### src/indicator_pkg.sv
/*
  Constants and carriers of the status indicator block.
  Assumes one 100 MHz core clock and word-aligned APB access.
*/
package indicator_pkg;

  // -------------------------------------------------------------------
  // register map (printed offsets are indices; byte address is 4x)
  // -------------------------------------------------------------------
  localparam logic [11:0] CFG_ONE_INDEX  = 12'h450;
  localparam logic [11:0] CFG_TWO_INDEX  = 12'h451;
  localparam logic [11:0] STATUS_INDEX   = 12'h460;
  localparam logic [15:0] CFG_ONE_RESET  = 16'h2610;
  localparam logic [15:0] CFG_TWO_RESET  = 16'h0049;
  localparam logic [15:0] CFG_ONE_MASK   = 16'h7FFF;
  localparam logic [15:0] CFG_TWO_MASK   = 16'hE1FF;

  // -------------------------------------------------------------------
  // field positions
  // -------------------------------------------------------------------
  localparam int BYPASS_BIT  = 14;
  localparam int RATE_LSB    = 12;
  localparam int SRC_WIDTH   = 4;
  localparam int EXT_LSB     = 13;
  localparam int LED_FIELD   = 3;

  // -------------------------------------------------------------------
  // source codes
  // -------------------------------------------------------------------
  localparam logic [3:0] SRC_LINK      = 4'h0;
  localparam logic [3:0] SRC_LINK_ACT  = 4'h1;
  localparam logic [3:0] SRC_LINK_TX   = 4'h2;
  localparam logic [3:0] SRC_LINK_RX   = 4'h3;
  localparam logic [3:0] SRC_MASTER    = 4'h4;
  localparam logic [3:0] SRC_SLAVE     = 4'h5;
  localparam logic [3:0] SRC_ACT       = 4'h6;
  localparam logic [3:0] SRC_LOST      = 4'h9;
  localparam logic [3:0] SRC_TEST_ERR  = 4'hA;
  localparam logic [3:0] SRC_MAC_ERR   = 4'hB;

  // -------------------------------------------------------------------
  // timing
  // -------------------------------------------------------------------
  localparam int CLK_PERIOD_NS = 10;
  localparam int MS_NS         = 1000000;
  localparam int MS_CYCLES     = MS_NS / CLK_PERIOD_NS;
  // half blink periods in ms for rate codes 0..3
  localparam logic [7:0] HALF_MS_0 = 8'h19;
  localparam logic [7:0] HALF_MS_1 = 8'h32;
  localparam logic [7:0] HALF_MS_2 = 8'h64;
  localparam logic [7:0] HALF_MS_3 = 8'hFA;

  typedef struct packed {
    logic [15:0] cfg_one;
    logic [15:0] cfg_two;
    logic        strap_done;
    logic [16:0] ms_cnt;
    logic [7:0]  blink_cnt;
    logic        phase;
    logic        tx_str;
    logic        rx_str;
    logic        err_str;
    logic        link_prev;
    logic        lost;
    logic        test_tgl;
    logic [2:0]  led;
    logic [2:0]  ext_sel;
    logic        pready;
    logic        pslverr;
    logic [31:0] prdata;
  } ind_state_t;

endpackage

### src/status_indicator.sv
/*
  Status indicator controller: source select, blink, stretch, override
  and polarity for three indicator outputs, with an APB register slave.
  Assumes all inputs are synchronous to core_clk; event inputs are
  one-cycle pulses, levels are held by the line logic.
*/
// The APB interface to the registers was left to the implementer.
`timescale 1ns/1ps
module status_indicator #(
  parameter int MS_COUNT = indicator_pkg::MS_CYCLES
) (
  input  wire logic        core_clk,
  input  wire logic        sys_rst,
  input  wire logic        psel,
  input  wire logic        penable,
  input  wire logic        pwrite,
  input  wire logic [15:0] paddr,
  input  wire logic [31:0] pwdata,
  output logic             pready,
  output logic [31:0]      prdata,
  output logic             pslverr,
  input  wire logic        link_up,
  input  wire logic        tx_activity,
  input  wire logic        rx_activity,
  input  wire logic        role_master,
  input  wire logic        pseudo_random_test_sequence_err,
  input  wire logic        mac_side_interface_err,
  input  wire logic        basic_status_read,
  input  wire logic        clk_out_as_led2,
  input  wire logic [2:0]  led_strap,
  output logic [2:0]       led_out,
  output logic [2:0]       ext_ctrl_sel
);

  indicator_pkg::ind_state_t st_q;
  indicator_pkg::ind_state_t st_d;

  // -------------------------------------------------------------------
  // helpers
  // -------------------------------------------------------------------
  function automatic logic [11:0] word_index(input logic [15:0] a);
    word_index = a[13:2];
  endfunction

  function automatic logic [7:0] half_period(input logic [1:0] rate);
    case (rate)
      2'h0:    half_period = indicator_pkg::HALF_MS_0;
      2'h1:    half_period = indicator_pkg::HALF_MS_1;
      2'h2:    half_period = indicator_pkg::HALF_MS_2;
      default: half_period = indicator_pkg::HALF_MS_3;
    endcase
  endfunction

  // one entry of the shared source table, active-high level
  function automatic logic source_level(
    input logic [3:0] code,
    input logic       link,
    input logic       ph,
    input logic       tx_a,
    input logic       rx_a,
    input logic       master,
    input logic       lost,
    input logic       tgl,
    input logic       err_a
  );
    case (code)
      indicator_pkg::SRC_LINK:     source_level = link;
      indicator_pkg::SRC_LINK_ACT: source_level = link & ~((tx_a | rx_a) & ph);
      indicator_pkg::SRC_LINK_TX:  source_level = link & ~(tx_a & ph);
      indicator_pkg::SRC_LINK_RX:  source_level = link & ~(rx_a & ph);
      indicator_pkg::SRC_MASTER:   source_level = link & master;
      indicator_pkg::SRC_SLAVE:    source_level = link & ~master;
      indicator_pkg::SRC_ACT:      source_level = tx_a | rx_a;
      indicator_pkg::SRC_LOST:     source_level = lost;
      indicator_pkg::SRC_TEST_ERR: source_level = tgl;
      indicator_pkg::SRC_MAC_ERR:  source_level = err_a;
      default:                     source_level = 1'b0;
    endcase
  endfunction

  // -------------------------------------------------------------------
  // next state
  // -------------------------------------------------------------------
  logic        setup_cyc;
  logic        access_done;
  logic [11:0] idx;
  logic        hit_one;
  logic        hit_two;
  logic        hit_stat;
  logic        ms_tick;
  logic        phase_flip;
  logic        bypass;
  logic        tx_a;
  logic        rx_a;
  logic        err_a;
  logic [3:0]  code;
  logic        lvl;
  logic        drv_en;
  logic        drv_val;
  logic        pol;

  always_comb
  begin
    st_d        = st_q;
    setup_cyc   = psel & ~penable;
    access_done = psel & penable & st_q.pready;
    idx         = word_index(paddr);
    hit_one     = (idx == indicator_pkg::CFG_ONE_INDEX);
    hit_two     = (idx == indicator_pkg::CFG_TWO_INDEX);
    hit_stat    = (idx == indicator_pkg::STATUS_INDEX);
    ms_tick     = (st_q.ms_cnt == 17'(MS_COUNT - 1));
    phase_flip  = ms_tick & (st_q.blink_cnt == 8'h00);
    bypass      = st_q.cfg_one[indicator_pkg::BYPASS_BIT];
    tx_a        = bypass ? tx_activity : (st_q.tx_str | tx_activity);
    rx_a        = bypass ? rx_activity : (st_q.rx_str | rx_activity);
    err_a       = bypass ? mac_side_interface_err
                         : (st_q.err_str | mac_side_interface_err);
    code        = 4'h0;
    lvl         = 1'b0;
    drv_en      = 1'b0;
    drv_val     = 1'b0;
    pol         = 1'b0;

    // polarity taken from inverted straps once after reset release
    if (!st_q.strap_done)
    begin
      st_d.strap_done = 1'b1;
      st_d.cfg_two[0] = ~led_strap[0];
      st_d.cfg_two[3] = ~led_strap[1];
      st_d.cfg_two[6] = ~led_strap[2];
    end

    // ms prescaler and blink phase
    st_d.ms_cnt = ms_tick ? 17'h00000 : st_q.ms_cnt + 17'h00001;
    if (ms_tick)
    begin
      if (phase_flip)
      begin
        st_d.blink_cnt = half_period(
          st_q.cfg_one[indicator_pkg::RATE_LSB +: 2]) - 8'h01;
        st_d.phase     = ~st_q.phase;
      end
      else
      begin
        st_d.blink_cnt = st_q.blink_cnt - 8'h01;
      end
    end

    // stretch: hold an event until the next phase flip, new event wins
    // tx, rx and mac error stretching
    st_d.tx_str  = tx_activity | (st_q.tx_str & ~phase_flip);
    st_d.rx_str  = rx_activity | (st_q.rx_str & ~phase_flip);
    st_d.err_str = mac_side_interface_err | (st_q.err_str & ~phase_flip);

    // link-loss latch, set beats read clear
    st_d.link_prev = link_up;
    if (st_q.link_prev & ~link_up)
      st_d.lost = 1'b1;
    else if (basic_status_read)
      st_d.lost = 1'b0;

    if (pseudo_random_test_sequence_err)
      st_d.test_tgl = ~st_q.test_tgl;

    for (int i = 0; i < 3; i++)
    begin
      code    = st_q.cfg_one[i*indicator_pkg::SRC_WIDTH +: 4];
      lvl     = source_level(code, link_up, st_q.phase, tx_a, rx_a,
                             role_master, st_q.lost, st_q.test_tgl, err_a);
      drv_en  = st_q.cfg_two[i*indicator_pkg::LED_FIELD + 2];
      drv_val = st_q.cfg_two[i*indicator_pkg::LED_FIELD + 1];
      pol     = st_q.cfg_two[i*indicator_pkg::LED_FIELD];
      if (drv_en)
        lvl = drv_val;
      st_d.led[i] = pol ? lvl : ~lvl;
    end
    // indicator 2 only on repurposed clock pin
    if (!clk_out_as_led2)
      st_d.led[2] = 1'b0;

    st_d.ext_sel = st_q.cfg_two[indicator_pkg::EXT_LSB +: 3];

    // apb slave: answer one cycle after setup, zero wait states
    st_d.pready = setup_cyc;
    if (setup_cyc)
    begin
      st_d.pslverr = ~(hit_one | hit_two | hit_stat);
      st_d.prdata  = 32'h00000000;
      if (!pwrite)
      begin
        if (hit_one)
          st_d.prdata = {16'h0000, st_q.cfg_one};
        else if (hit_two)
          st_d.prdata = {16'h0000, st_q.cfg_two};
        else if (hit_stat)
          st_d.prdata = {24'h000000, st_q.phase, st_q.test_tgl,
                         st_q.lost, link_up, st_q.ext_sel[0], st_q.led};
      end
    end
    else if (access_done)
    begin
      st_d.pslverr = 1'b0;
    end
    if (access_done && pwrite && hit_one)
    begin
      st_d.cfg_one = pwdata[15:0] & indicator_pkg::CFG_ONE_MASK;
    end
    if (access_done && pwrite && hit_two)
      st_d.cfg_two = pwdata[15:0] & indicator_pkg::CFG_TWO_MASK;
  end

  // -------------------------------------------------------------------
  // state register
  // -------------------------------------------------------------------
  always_ff @(posedge core_clk or posedge sys_rst)
  begin
    if (sys_rst)
    begin
      st_q         <= '0;
      st_q.cfg_one <= indicator_pkg::CFG_ONE_RESET;
      st_q.cfg_two <= indicator_pkg::CFG_TWO_RESET;
    end
    else
    begin
      st_q <= st_d;
    end
  end

  assign pready       = st_q.pready;
  assign prdata       = st_q.prdata;
  assign pslverr      = st_q.pslverr;
  assign led_out      = st_q.led;
  assign ext_ctrl_sel = st_q.ext_sel;
endmodule // status_indicator

### config.mk
export PLATFORM = sky130hd
export DESIGN_NAME = status_indicator
export DESIGN_NICKNAME = d
export VERILOG_FILES = /design/src/indicator_pkg.sv /design/src/status_indicator.sv
export SDC_FILE = /design/constraint.sdc
export NUM_CORES = 1
export LEC_CHECK = 0
export BUFFER_PORTS_ARGS = -buffer_cell sky130_fd_sc_hd__buf_2
export CAP_MARGIN = 20
export CORE_UTILIZATION = 38
export CTS_BUF_LIST = sky130_fd_sc_hd__clkbuf_2
export CTS_CLUSTER_SIZE = 25
export DETAILED_ROUTE_END_ITERATION = 10
export GPL_TIMING_DRIVEN = 0
export PLACE_DENSITY = 0.64
export SYNTH_ARGS = -nofsm -noshare
export SYNTH_HDL_FRONTEND = slang
export SYNTH_SLANG_ARGS = --single-unit
### constraint.sdc
create_clock -name core_clk -period 4.5 [get_ports core_clk]
set_input_delay 0.45 -clock core_clk [delete_from_list [all_inputs] [get_ports core_clk]]
set_output_delay 0.45 -clock core_clk [all_outputs]
set_load 0.02 [all_outputs]
### Word level (Yosys, flattened, before mapping)

Index checks and enable logic that the tools add are counted.

* register bits: 100
* bits of input ports: 64
* output and inout port bits: 40
* logic and storage cells: 137

* $add $sub $neg: 3
* equality and inequality tests: 34
* muxes and demuxes: 30
* bitwise gates (word level): 41
* reductions and logical operators: 11

Operators by type and width (number)
* $mux W32: 2
* $eq A12 B11 Y1 const B: 3
* $eq A4 B3 Y1 const B: 9
* $eq A4 B4 Y1 const B: 9
* $mux W8: 4
* $pmux W1 S10: 3
* $eq A4 B2 Y1 const B: 6
* $pmux W8 S3: 1
* $add A17 B1 Y17 const B: 1
* $eq A17 B17 Y1 const B: 1
* $mux W17: 1
* $and A1 B1 Y1: 16
* $mux W1: 16
* $mux W16: 1
* $not A1 Y1: 16
* $sub A8 B1 Y8 const B: 2
* $eq A4 B1 Y1 const B: 3
* $logic_not A4 Y1: 3
* $or A1 B1 Y1: 9
* $logic_not A8 Y1: 1
* $mux W7: 1
* $reduce_bool A2 Y1: 2
* $logic_and A1 B1 Y1: 3
* $eq A2 B1 Y1 const B: 1
* 5 further kinds: 5

### Logic depth before layout (Yosys ltp)

Gate-level depths: netlist (run 1).

* depth in word-level cells: 11
* mapped depth: 12
* gate-level depth less buffers: 12

### Worst setup path before layout (run 1)

No wires, ideal clock.

* kind: reg-to-reg
* start: register st_q[101] in the netlist's numbering
* end: register st_q[52] in the netlist's numbering
* library setup time: 0.125 ns
* data arrival time: 2.198 ns
* data required time: 4.375 ns
* path slack: 2.177 ns
* stages on the path, launching flop included: 8
* path buffers: 0
* clock period less this slack: 2.323 ns
* cell sequence: dfrtp_1 -> inv_1 -> ha_1 -> or2_2 -> or4_4 -> o21ai_1 -> mux2_2 -> mux2_2

* word-level cells in the longest chain between the ends: 6
* elaborated cells between the ends (all ways): 8
* classes of those cells: 1 x add/sub; 2 x eq/ne; 4 x mux; 1 x reduce/logical

RTL lines
* start, declared: RTL line status_indicator.sv:35 `indicator_pkg::ind_state_t st_q;`
* start signal, assigned: RTL line status_indicator.sv:225 `st_q <= st_d;`
* $eq A2 B2 Y1 (tied with other cells): RTL line status_indicator.sv:46 `case (rate)`
* $pmux W8 S3 (*): RTL line status_indicator.sv:46
* $mux W8 (*): RTL line status_indicator.sv:137 `if (phase_flip)`
* $mux W8 (*): RTL line status_indicator.sv:135 `if (ms_tick)`
* $sub A8 B1 Y8 (*): RTL line status_indicator.sv:140 `st_q.cfg_one[indicator_pkg::RATE_LSB +: 2]) - 8'h01;`
* $mux W8 (*): RTL line status_indicator.sv:137

Every way passes the cells marked *; elsewhere a longest branch is shown, timed or not. The select of a mux whose other input is x is not followed.
A chain may end at the register's enable or synchronous reset.

### Final worst setup path (run 1)

* start: register st_q[48] in the netlist's numbering
* end: register st_q[49] in the netlist's numbering

* word-level cells in the longest chain between the ends: 3
* elaborated cells between the ends (all ways): 4
* classes of those cells: 1 x add/sub; 1 x mux; 1 x bitwise; 1 x reduce/logical

RTL lines (RTL line)
* parallel branches: the longest is 2 deep, another holds $sub A8 B1 Y8
* $mux W8 (*): status_indicator.sv:137

Mark *: on every way between the ends.

==> results.tsv, run 1 <==
stage	metric	value	unit
status	outcome	complete, no violations	
pwr	Pwr Density	235	nW/um^2
pwr	P_int	956	uW
pwr	leakage power	0.00271	uW
critical_path	Crit. End Element	flip-flop	
floorplan	total core area	12200	sq um
logic_synthesis	Post-Synth XOR/XNOR Area	0.0401	
drt	Met2 Wirelength	4870	microns
sta	min Tclk post-route	2.63	ns
cells_and_area	fraction of layout cells with a size suffix above 1	0.303	
critical_path	critical path required time	4.97	ns
logic_synthesis	register area share after synthesis	0.439	
cells_and_area	Reg area	2110	sq um
cts	Max Buffers Root-to-Sink	2	
logic_synthesis	Mapped Cells	473	
global_routing	initial antenna violation count	1	
cells_and_area	# fillers	1184	
placement	placer congestion estimate	0.883	
logic_synthesis	commonest cells in the netlist	dfrtp_1 (77), nand2_1 (43), buf_4 (38), nor2_1 (28), o21ai_0 (23)	
logic_synthesis	post-synthesis register bit count	84	
logic_synthesis	post-synthesis async set-or-reset flop share	1.00	
cts	Num Clock Sinks	84	
cts	root buf cell	clkbuf_2	
global_routing	first-pass GRT wire length	17600	microns
floorplan	I/O pin count	104	
floorplan	die area	13100	sq um
cts	setup bufs post-CTS	0	
cells_and_area	fin util	0.460	
pwr	sw frac	0.272	
placement	Inst Count DP	722	
cells_and_area	Area Growth Syn to Fin	16.2	%
sta	RSZ-0062 raised after global routing	false	
drt	final WL	10800	microns
drt	met3 wire len	505	microns
critical_path	Worst setup SP type	flip-flop	
pwr	maximum vdd drop	0.0000930	V
pwr	sequential share of power	0.601	
sta	Peak Freq	380	MHz
logic_synthesis	main combinational cell family by area after synthesis	simple AND/OR/NAND/NOR gates	
pwr	Psw	357	uW
sta	Layout Skew	0.0284	ns
cts	# resized after CTS	0	
critical_path	crit path kind	reg -> reg	
logic_synthesis	post-synthesis mux area share	0.0856	
placement	PortBufs	65	
sta	slew margin rel.	0.477	
pwr	Clock Power Share	0.304	
min_path	worst min path class	in -> reg	
run	max cap viols	0	
logic_synthesis	top_reg_cell synth	dfrtp_1	
critical_path	crit path max fanout	7	
drt	Routed WL per cell	14.5	microns
placement	Post-DP HPWL	8160	microns
logic_synthesis	Syn Std Cell Area	4810	sq um
floorplan	Initial Utilization	0.395	
drt	Post-Route M1 WL	5200	microns
floorplan	standard-cell rows	40	
logic_synthesis	Ys Warns	0	
drt	number of routed nets with antenna violations	0	
floorplan	Die Span Y	115	microns
global_routing	GR Overflow Total	0	
sta	Hold Slack	0.0626	ns
cts	H-Tree Depth	3	
cts	CTS tree	built	
cts	clock slew at reported path FFs	0.24	ns
global_routing	Total GRT Usage	0.176	
logic_synthesis	synthesized area per cell	10.2	sq um
logic_synthesis	Simple-Gate Fraction of Synth Area	0.185	
sta	slew at the pin closest to its max-slew limit	0.782	ns
floorplan	Die Wd	115	microns
logic_synthesis	post-synthesis cell type with the largest combined area	dfrtp_1	
drt	Initial DRT Pass Iterations	4	
pwr	Comb power frac	0.095	
logic_synthesis	Area contributors post-synth	dfrtp_1 (40%), buf_4 (5.9%), mux2_2 (4.0%)	
logic_synthesis	Netlist cell types	62	
drt	DR vias	3778	
logic_synthesis	number of synthesized flops with an enable pin	0	
sta	Setup violations, final	0	
sta	final worst path period share	0.584	
cells_and_area	footprint of the multi-input gates	2330	sq um
cts	Clk Latency, worst-skew pair	0.57	ns
cells_and_area	non-filler cells, final	743	
global_routing	pin count of the biggest net entering global routing	68	
logic_synthesis	Synth Area in Compound Gates	0.141	
global_routing	number of global-route vias before repair	3587	
sta	final setup TNS	0	ns
cts	Num CTS Buffers	9	
logic_synthesis	top cell type's share of synthesized area	0.401	
critical_path	WP data arrival	3.10	ns
drt	Vias/cell	5.08	
drt	Top Layer Used	met4	
drt	DR iter-0 viols	246	
sta	Hold Fails Final Rpt	0	
logic_synthesis	count leader, synth	dfrtp_1	
logic_synthesis	Synth Area in Adders	0.0208	
cells_and_area	Final nets	641	
drt	residual DRC count	0	
sta	Final Slew Violations	0	
-- metrics by stage --
stage | worst slack, ns | total power, uW | instance area (sq um)
finish | 1.87 | 1310 | 5590
global route | 1.64 | 1370 | 5590
CTS | 1.86 | 1330 | 5580
detailed placement | 1.89 | 926 | 5430
global placement | 0.885 | 920 | 5400
floorplan | 1.90 | 874 | 4870
-- state kept, by name, indices dropped and copies added, names as in the netlist --
name and cells:
bypass 1, pready 1, drv_val 1, st_d 3, prdata 16, drv_en 1
code 4, st_q 49, pslverr 1, pol 1, led_out 3, ext_ctrl_sel 3
-- what timing repair did --
item	CTS	global route
endpoints found under the setup margin	0	0
hold endpoints to repair	19	1
hold buffers	3	1
-- power by group through the flow --
stage	Sequential, uW	Clock (uW)	Combinational, uW
2_1_floorplan	797	0	77.0
3_3_place_gp	802	0	118
3_5_place_dp	802	0	123
4_1_cts	790	416	126
5_1_grt	792	445	137
6_report	789	398	125
-- metal layers --
layer / up-vias / track usage
li1: 1831 / -
met1: 1823 / 0.241
met2: 108 / 0.274
met3: 16 / 0.0318
met4: 0 / 0.0736
met5: - / 0
-- worst paths after layout --
check                      slack (ns)  cells after the start              end       from
min                              0.06                      3         st_q[76]  pwdata[3]
max in group asynchronous        3.52                      4              pol    sys_rst
min reg2reg                      0.43                      0  ext_ctrl_sel[0]   st_d[34]
max reg2reg                      1.87                     10         st_q[49]   st_q[48]
min in group asynchronous        0.34                      3  ext_ctrl_sel[1]    sys_rst
max                              1.87                     10         st_q[49]   st_q[48]
-- worst max-delay path, stage by stage, from the launching register on --
cell and delay, ns:
dfrtp_1 0.44, or3_1 0.36, clkbuf_1 0.20, nor4_4 0.22, nand3_1 0.33, nor2_1 0.21, nor2_1 0.06, ha_1 0.20
nand2b_1 0.18, mux2i_1 0.11, a22o_1 0.23
-- logic make-up (layout without fill, tap and decap cells) --
kind of cell,count (synthesis),after routing
compound gates,96,96
xor+xnor,22,22
fa+ha+maj,8,8
buf+inv,71,157
flops,84,84
mux,34,34
other cells,2,18
simple gates,156,156
-- placed cells by master (no fill, tap or decap), types with 4 or more instances in the layout --
cell type,netlist,final
a21o_1,6,6
a21oi_1,6,6
a22o_1,7,7
a22oi_1,8,8
a2bb2oi_1,8,8
a31oi_1,5,5
and2_1,4,4
and3_1,8,8
buf_2,3,68
buf_4,38,38
clkbuf_1,11,11
clkbuf_2,0,10
conb_1,2,17
dfrtp_1,77,77
dfstp_2,7,7
dlygate4sd3_1,0,4
ha_1,8,8
inv_1,18,17
mux2_2,17,17
mux2_4,10,10
mux2i_1,7,7
nand2_1,43,43
nand2b_1,4,4
nand3_1,15,15
nand4_1,7,7
nor2_1,28,28
nor2b_1,5,5
nor3_1,12,12
nor3b_1,4,4
o21ai_0,23,23
o31ai_1,10,10
xnor2_1,12,12
xor2_1,10,10
-- final cells by class --
class | instances | area share
Buffer | 53 | 0.0631
Multi-Input combinational cell | 333 | 0.418
Inverter | 18 | 0.0125
Timing Repair Buffer | 70 | 0.0703
Tap cell | 168 | 0.0376
Clock inverter | 6 | 0.0116
Antenna cell | 1 | 0.000448
Clock buffer | 10 | 0.00895
Sequential cell | 84 | 0.378
No activity file was read; power rests on OpenSTA's default activity.
==> inputs of run 2 (changes only) <==
--- a/config.mk
+++ b/config.mk
@@ -12,7 +12,7 @@
 export CTS_CLUSTER_SIZE = 25
 export DETAILED_ROUTE_END_ITERATION = 10
 export GPL_TIMING_DRIVEN = 0
-export PLACE_DENSITY = 0.64
+export PLACE_DENSITY = 0.66
 export SYNTH_ARGS = -nofsm -noshare
 export SYNTH_HDL_FRONTEND = slang
 export SYNTH_SLANG_ARGS = --single-unit
==> constraint.sdc (replaced) <==
create_clock -name core_clk -period 2.2 [get_ports core_clk]
set_input_delay 0.22 -clock core_clk [delete_from_list [all_inputs] [get_ports core_clk]]
set_output_delay 0.22 -clock core_clk [all_outputs]
set_load 0.02 [all_outputs]
==> results.tsv, run 2 (same netlist as run 1, synthesis figures left out) <==
stage	metric	value	unit	change
cells_and_area	# fillers	1144		-3.4%
sta	slew margin rel.	0.550		+0.0734
cells_and_area	max reg flops	49		unchanged
critical_path	WP data arrival	2.73	ns	-0.37 ns
global_routing	grt peak-use layer	met2		
critical_path	critical path required time	2.70	ns	-2.27 ns
cells_and_area	Final nets	689		+7.5%
placement	Post-DP HPWL	8290	microns	+1.6%
drt	DR iter-0 viols	345		+40%
pwr	maximum vdd drop	0.000231	V	+150%
pwr	Power, Total	2710	uW	+110%
sta	RSZ-0062 raised after global routing	true		
global_routing	M2 GR Usage	0.301		+0.0271
cts	Num CTS Buffers	9		unchanged
global_routing	first-pass GRT wire length	18600	microns	+5.8%
floorplan	Die Span Y	115	microns	unchanged
global_routing	pin count of the biggest net entering global routing	39		-43%
global_routing	number of global-route vias before repair	3738		+4.2%
critical_path	crit path max fanout	4		-3
cells_and_area	footprint of the multi-input gates	2470	sq um	+5.7%
min_path	worst min path class	in -> reg		
cts	H-Tree Depth	3		unchanged
sta	final worst path period share	1.01		+0.428
critical_path	beginning of the critical path	st_q[102]		
drt	residual DRC count	0		unchanged
global_routing	GR Overflow Total	0		unchanged
sta	Setup violations, final	2		+2
placement	PortBufs	65		unchanged
cts	Num Clock Sinks	84		unchanged
global_routing	GR Layer Usage met1	0.245		+0.00382
cells_and_area	most flop-heavy register	st_q		
cells_and_area	commonest non-fill, non-tap cells in the layout	dfrtp_1 (74), buf_2 (68), buf_4 (62)		
cells_and_area	fin util	0.505		+0.0459
critical_path	r2r setup slk	-0.03	ns	-1.90 ns
floorplan	total core area	12200	sq um	unchanged
cts	clock slew at reported path FFs	0.24	ns	about the same
critical_path	Worst setup SP type	flip-flop		
drt	Vias/cell	5.01		-1.5%
critical_path	Reg-to-Reg Start	st_q[102]		
pwr	Pwr Density	441	nW/um^2	+88%
floorplan	Die Wd	115	microns	unchanged
placement	placer congestion estimate	0.877		-0.74%
sta	Layout Skew	0.0213	ns	-0.00708 ns
sta	Peak Freq	449	MHz	+18%
floorplan	die area	13100	sq um	unchanged
global_routing	met3 Track Usage GR	0.0434		+0.0116
cells_and_area	Reg area	2110	sq um	+0.18%
run	max cap viols	0		unchanged
sta	min Tclk post-route	2.23	ns	-0.403 ns
cts	Clk Latency, worst-skew pair	0.57	ns	about the same
sta	slew at the pin closest to its max-slew limit	0.672	ns	-0.110 ns
drt	DR vias	3960		+4.8%
cells_and_area	Area Growth Syn to Fin	27.8	%	
cells_and_area	most common cell after layout, fill and taps aside	dfrtp_1		
floorplan	I/O pin count	104		unchanged
drt	number of routed nets with antenna violations	0		unchanged
cts	Max Buffers Root-to-Sink	2		unchanged
cells_and_area	fraction of layout cells with a size suffix above 1	0.357		+0.0538
cts	CTS tree	built		
sta	Final Slew Violations	0		unchanged
pwr	leakage power	0.00295	uW	+8.6%
status	violated checks	negative setup slack		
critical_path	Crit. End Element	flip-flop		
global_routing	initial antenna violation count	1		unchanged
critical_path	CP Capture Point	st_q[52]		
critical_path	crit path kind	reg -> reg		
drt	final WL	11800	microns	+9.2%
cts	root buf cell	clkbuf_2		
sta	worst setup margin	-0.0261	ns	-1.90 ns
critical_path	R2R Path End	st_q[52]		
global_routing	Total GRT Usage	0.186		+0.0102
critical_path	Worst Reg2Reg Path Length in Cells	6		-4
drt	Initial DRT Pass Iterations	4		unchanged
drt	Routed WL per cell	14.9	microns	+2.6%
status	outcome	finished with violations		
floorplan	Initial Utilization	0.395		unchanged
sta	Hold Fails Final Rpt	0		unchanged
floorplan	standard-cell rows	40		unchanged
-- run 2: cell count changes in the layout (fill, tap and decap cells not counted), sizes merged --
cell	before	now
buf	108	134
dlygate4sd3	4	27
clkinvlp	0	2
inv	19	17
clkbuf	21	20
-- run 2: timing repair --
item / in CTS / in global routing
pin swaps: 11 / 8
setup endpoints to repair: 5 / 6
hold buffers: 27 / 0
buffers inserted: 17 / 8
endpoints found under the hold margin: 111 / 0
gates resized for setup: 20 / 14
-- run 2: routing by layer --
layer	up-vias	wire, microns	part of all wire
met5	-	0	0
met4	0	151	0.013
met3	12	603	0.051
met2	116	5590	0.47
met1	1912	5420	0.46
li1	1920	-	-
-- run 2: worst min-delay path by stage --
stage / to / slack (ns) / from / depth (start not counted)
final: prdata[15] / 0.05 / paddr[2] / 3
after floorplan: st_q[42] / 0.25 / link_up / 0
after global routing: prdata[15] / 0.009 / paddr[2] / 3
after global placement: ext_ctrl_sel[2] / 0.39 / st_d[36] / 0
after CTS: prdata[15] / 0.04 / paddr[2] / 3
after detailed placement: st_q[50] / 0.21 / sys_rst / 2
-- run 2: area by class of cell --
class,count,share of cell area
Sequential cell,84,0.344
Clock inverter,6,0.00896
Multi-Input combinational cell,333,0.401
Timing Repair Buffer,119,0.135
Buffer,52,0.0568
Inverter,18,0.0116
Tap cell,168,0.0342
Antenna cell,1,0.000407
Clock buffer,10,0.00814
-- run 2: where the power goes --
| group | total, uW | switching, uW | internal [uW] |
|---|---|---|---|
| clock | 805 | 549 | 255 |
| sequential | 1620 | 36.1 | 1580 |
| combinational | 291 | 156 | 134 |
| total | 2710 | 742 | 1970 |
-- run 2: stage by stage --
stage | cell area, sq um | instances | TNS, ns | setup slack (ns) | hold WS (ns)
floorplan | 4890 | 488 | 0 | 0.00358 | 0.251
detailed placement | 5470 | 723 | -1.22 | -0.307 | 0.205
global placement | 5430 | 721 | -0.908 | -0.256 | 0.386
global route | 6150 | 791 | -0.406 | -0.119 | 0.00931
CTS | 6030 | 782 | -0.0889 | -0.0488 | 0.0384
finish | 6150 | 791 | -0.0375 | -0.0261 | 0.0498
-- run 2: worst max-delay path: stages, from the launching register on --
cell and delay (ns):
dfstp_2 0.67, inv_2 0.07, ha_1 0.21, or4_4 0.51, o21ai_2 0.16, mux2_4 0.31, mux2_4 0.25
==> inputs of run 3 (changes only) <==
--- a/config.mk
+++ b/config.mk
@@ -13,6 +13,7 @@
 export DETAILED_ROUTE_END_ITERATION = 10
 export GPL_TIMING_DRIVEN = 0
 export PLACE_DENSITY = 0.66
+export SETUP_SLACK_MARGIN = 0.05
 export SYNTH_ARGS = -nofsm -noshare
 export SYNTH_HDL_FRONTEND = slang
 export SYNTH_SLANG_ARGS = --single-unit
==> results.tsv, run 3 (same netlist as run 1, synthesis figures left out) <==
stage	metric	value	unit	change
drt	final WL	11600	microns	-1.4%
critical_path	crit path kind	reg -> reg		
sta	min Tclk post-route	2.22	ns	-0.00597 ns
sta	RSZ-0062 raised after global routing	true		
drt	Vias/cell	4.97		-0.68%
global_routing	initial antenna violation count	1		unchanged
sta	slew margin rel.	0.582		+0.0321
critical_path	CP cell instances	inv_2 -> ha_4 -> or4_4 -> o21ai_2 -> mux2_4 -> mux2_4		
sta	Hold Fails Final Rpt	0		unchanged
drt	residual DRC count	0		unchanged
critical_path	Buf/Inv on CP	1		unchanged
placement	PortBufs	65		unchanged
cells_and_area	Area Growth Syn to Fin	27.4	%	
drt	Routed WL per cell	14.7	microns	-1.2%
status	violated checks	negative setup slack		
cts	Num CTS Buffers	9		unchanged
critical_path	CP most frequent cell	mux2_4		
global_routing	first-pass GRT wire length	18900	microns	+1.2%
pwr	Pwr Density	445	nW/um^2	+0.86%
global_routing	Total GRT Usage	0.184		-0.00202
floorplan	Die Wd	115	microns	unchanged
placement	Inst Count DP	723		unchanged
critical_path	CP max-delay cell	dfstp_2		
pwr	maximum vdd drop	0.000162	V	-30%
sta	Layout Skew	0.0188	ns	-0.00255 ns
global_routing	GR Overflow Total	0		unchanged
critical_path	WP data arrival	2.69	ns	-0.04 ns
floorplan	I/O pin count	104		unchanged
sta	Final Slew Violations	0		unchanged
sta	final worst path period share	1.01		-0.00271
placement	Placed Instance Area	5500	sq um	+0.64%
cts	root buf cell	clkbuf_2		
drt	Initial DRT Pass Iterations	6		+2
floorplan	Die Span Y	115	microns	unchanged
critical_path	crit path max fanout	6		+2
min_path	worst min path class	in -> reg		
cells_and_area	max reg flops	49		unchanged
global_routing	number of global-route vias before repair	3749		+0.29%
critical_path	Crit. End Element	flip-flop		
sta	worst setup margin	-0.0202	ns	+0.00597 ns
floorplan	Initial Utilization	0.395		unchanged
placement	placer congestion estimate	0.919		+4.9%
global_routing	pin count of the biggest net entering global routing	39		unchanged
cells_and_area	most common cell after layout, fill and taps aside	dfrtp_1		
cts	Clk Latency, worst-skew pair	0.55	ns	-0.02 ns
floorplan	die area	13100	sq um	unchanged
cells_and_area	most flop-heavy register	st_q		
sta	slew at the pin closest to its max-slew limit	0.623	ns	-0.0490 ns
cts	Max Buffers Root-to-Sink	2		unchanged
cts	H-Tree Depth	3		unchanged
cts	Num Clock Sinks	84		unchanged
run	max cap viols	0		unchanged
drt	DR iter-0 viols	299		-13%
placement	Post-DP HPWL	8520	microns	+2.8%
pwr	leakage power	0.00293	uW	-0.47%
cells_and_area	fraction of layout cells with a size suffix above 1	0.353		-0.00369
cells_and_area	Final nets	687		-0.29%
cells_and_area	non-filler cells, final	789		-0.25%
cells_and_area	commonest non-fill, non-tap cells in the layout	dfrtp_1 (76), buf_2 (68), buf_4 (60)		
critical_path	critical path required time	2.67	ns	-0.03 ns
sta	Setup violations, final	1		-1
cells_and_area	# fillers	1116		-2.4%
cts	CTS tree	built		
cts	clock slew at reported path FFs	0.22	ns	-0.02 ns
critical_path	critical path's largest stage delay	0.65	ns	-0.02 ns
drt	number of routed nets with antenna violations	0		unchanged
critical_path	CP delay by family, top	flip-flops		
sta	Peak Freq	450	MHz	+0.27%
floorplan	standard-cell rows	40		unchanged
critical_path	Worst setup SP type	flip-flop		
sta	final setup TNS	-0.0202	ns	+0.0173 ns
status	outcome	finished with violations		
drt	DR vias	3923		-0.93%
floorplan	total core area	12200	sq um	unchanged
cells_and_area	post-route cell area	6130	sq um	-0.33%
-- run 3: cell types whose count changed in the layout (fill, tap and decap cells not counted), sizes merged --
cell,delta
buf,-3
clkbuf,+1
-- run 3: stage by stage --
| step | setup slack, ns | hold WS (ns) | utilization | power [uW] |
|---|---|---|---|---|
| 6_report | -0.0202 | 0.0562 | 0.504 | 2720 |
| 5_1_grt | -0.0953 | 0.0399 | 0.504 | 2870 |
| 4_1_cts | -0.0906 | 0.0222 | 0.496 | 2760 |
| 3_5_place_dp | -0.191 | 0.236 | 0.452 | 1900 |
| 3_3_place_gp | -0.147 | 0.384 | 0.449 | 1880 |
| 2_1_floorplan | 0.0282 | 0.251 | - | 1790 |
-- run 3: area by class of cell --
| cell class | count | area [sq um] | area share |
|---|---|---|---|
| plain buffers | 53 | 363 | 0.0592 |
| well taps | 168 | 210 | 0.0343 |
| flip-flops and latches | 84 | 2110 | 0.345 |
| clock buffers | 10 | 50.0 | 0.00817 |
| multi-input cells | 333 | 2450 | 0.400 |
| diodes | 1 | 2.50 | 0.000408 |
| clock inverters | 6 | 65.1 | 0.0106 |
| repair buffers | 116 | 801 | 0.131 |
| inverters | 18 | 71.3 | 0.0116 |
-- run 3: per-layer routing --
metal	GRT usage	part of all wire	vias up
met1	0.257	0.46	1878
met3	0.0355	0.053	10
li1	-	-	1922
met5	0	0	-
met4	0.0589	0.012	0
met2	0.287	0.47	113
-- run 3: worst paths after layout --
path	start	to	slack, ns	depth (start not counted)
max	st_q[102]	st_q[52]	-0.02	6
min	paddr[2]	prdata[15]	0.06	3
max reg2reg	st_q[102]	st_q[52]	-0.02	6
min reg2reg	st_d[34]	ext_ctrl_sel[0]	0.44	0
max in group asynchronous	sys_rst	st_q[93]	1.21	5
min in group asynchronous	sys_rst	st_q[69]	0.16	3
-- run 3: timing repair --
action | in CTS | in global routing
setup endpoints to repair | 6 | 7
hold buffers | 27 | 0
pin swaps | 10 | 7
setup buffers | 16 | 6
hold endpoints to repair | 83 | 0
gates resized for setup | 11 | 9
-- run 3: worst reg2reg max path, cell delays in order (launching register included) --
cell	delay, ns
dfstp_2	0.65
inv_2	0.08
ha_4	0.16
or4_4	0.56
o21ai_2	0.15
mux2_4	0.31
mux2_4	0.25
-- run 3: power by group --
part	switching [uW]	internal (uW)
logic	156	134
clock network	551	267
registers	36.7	1580
total	744	1980
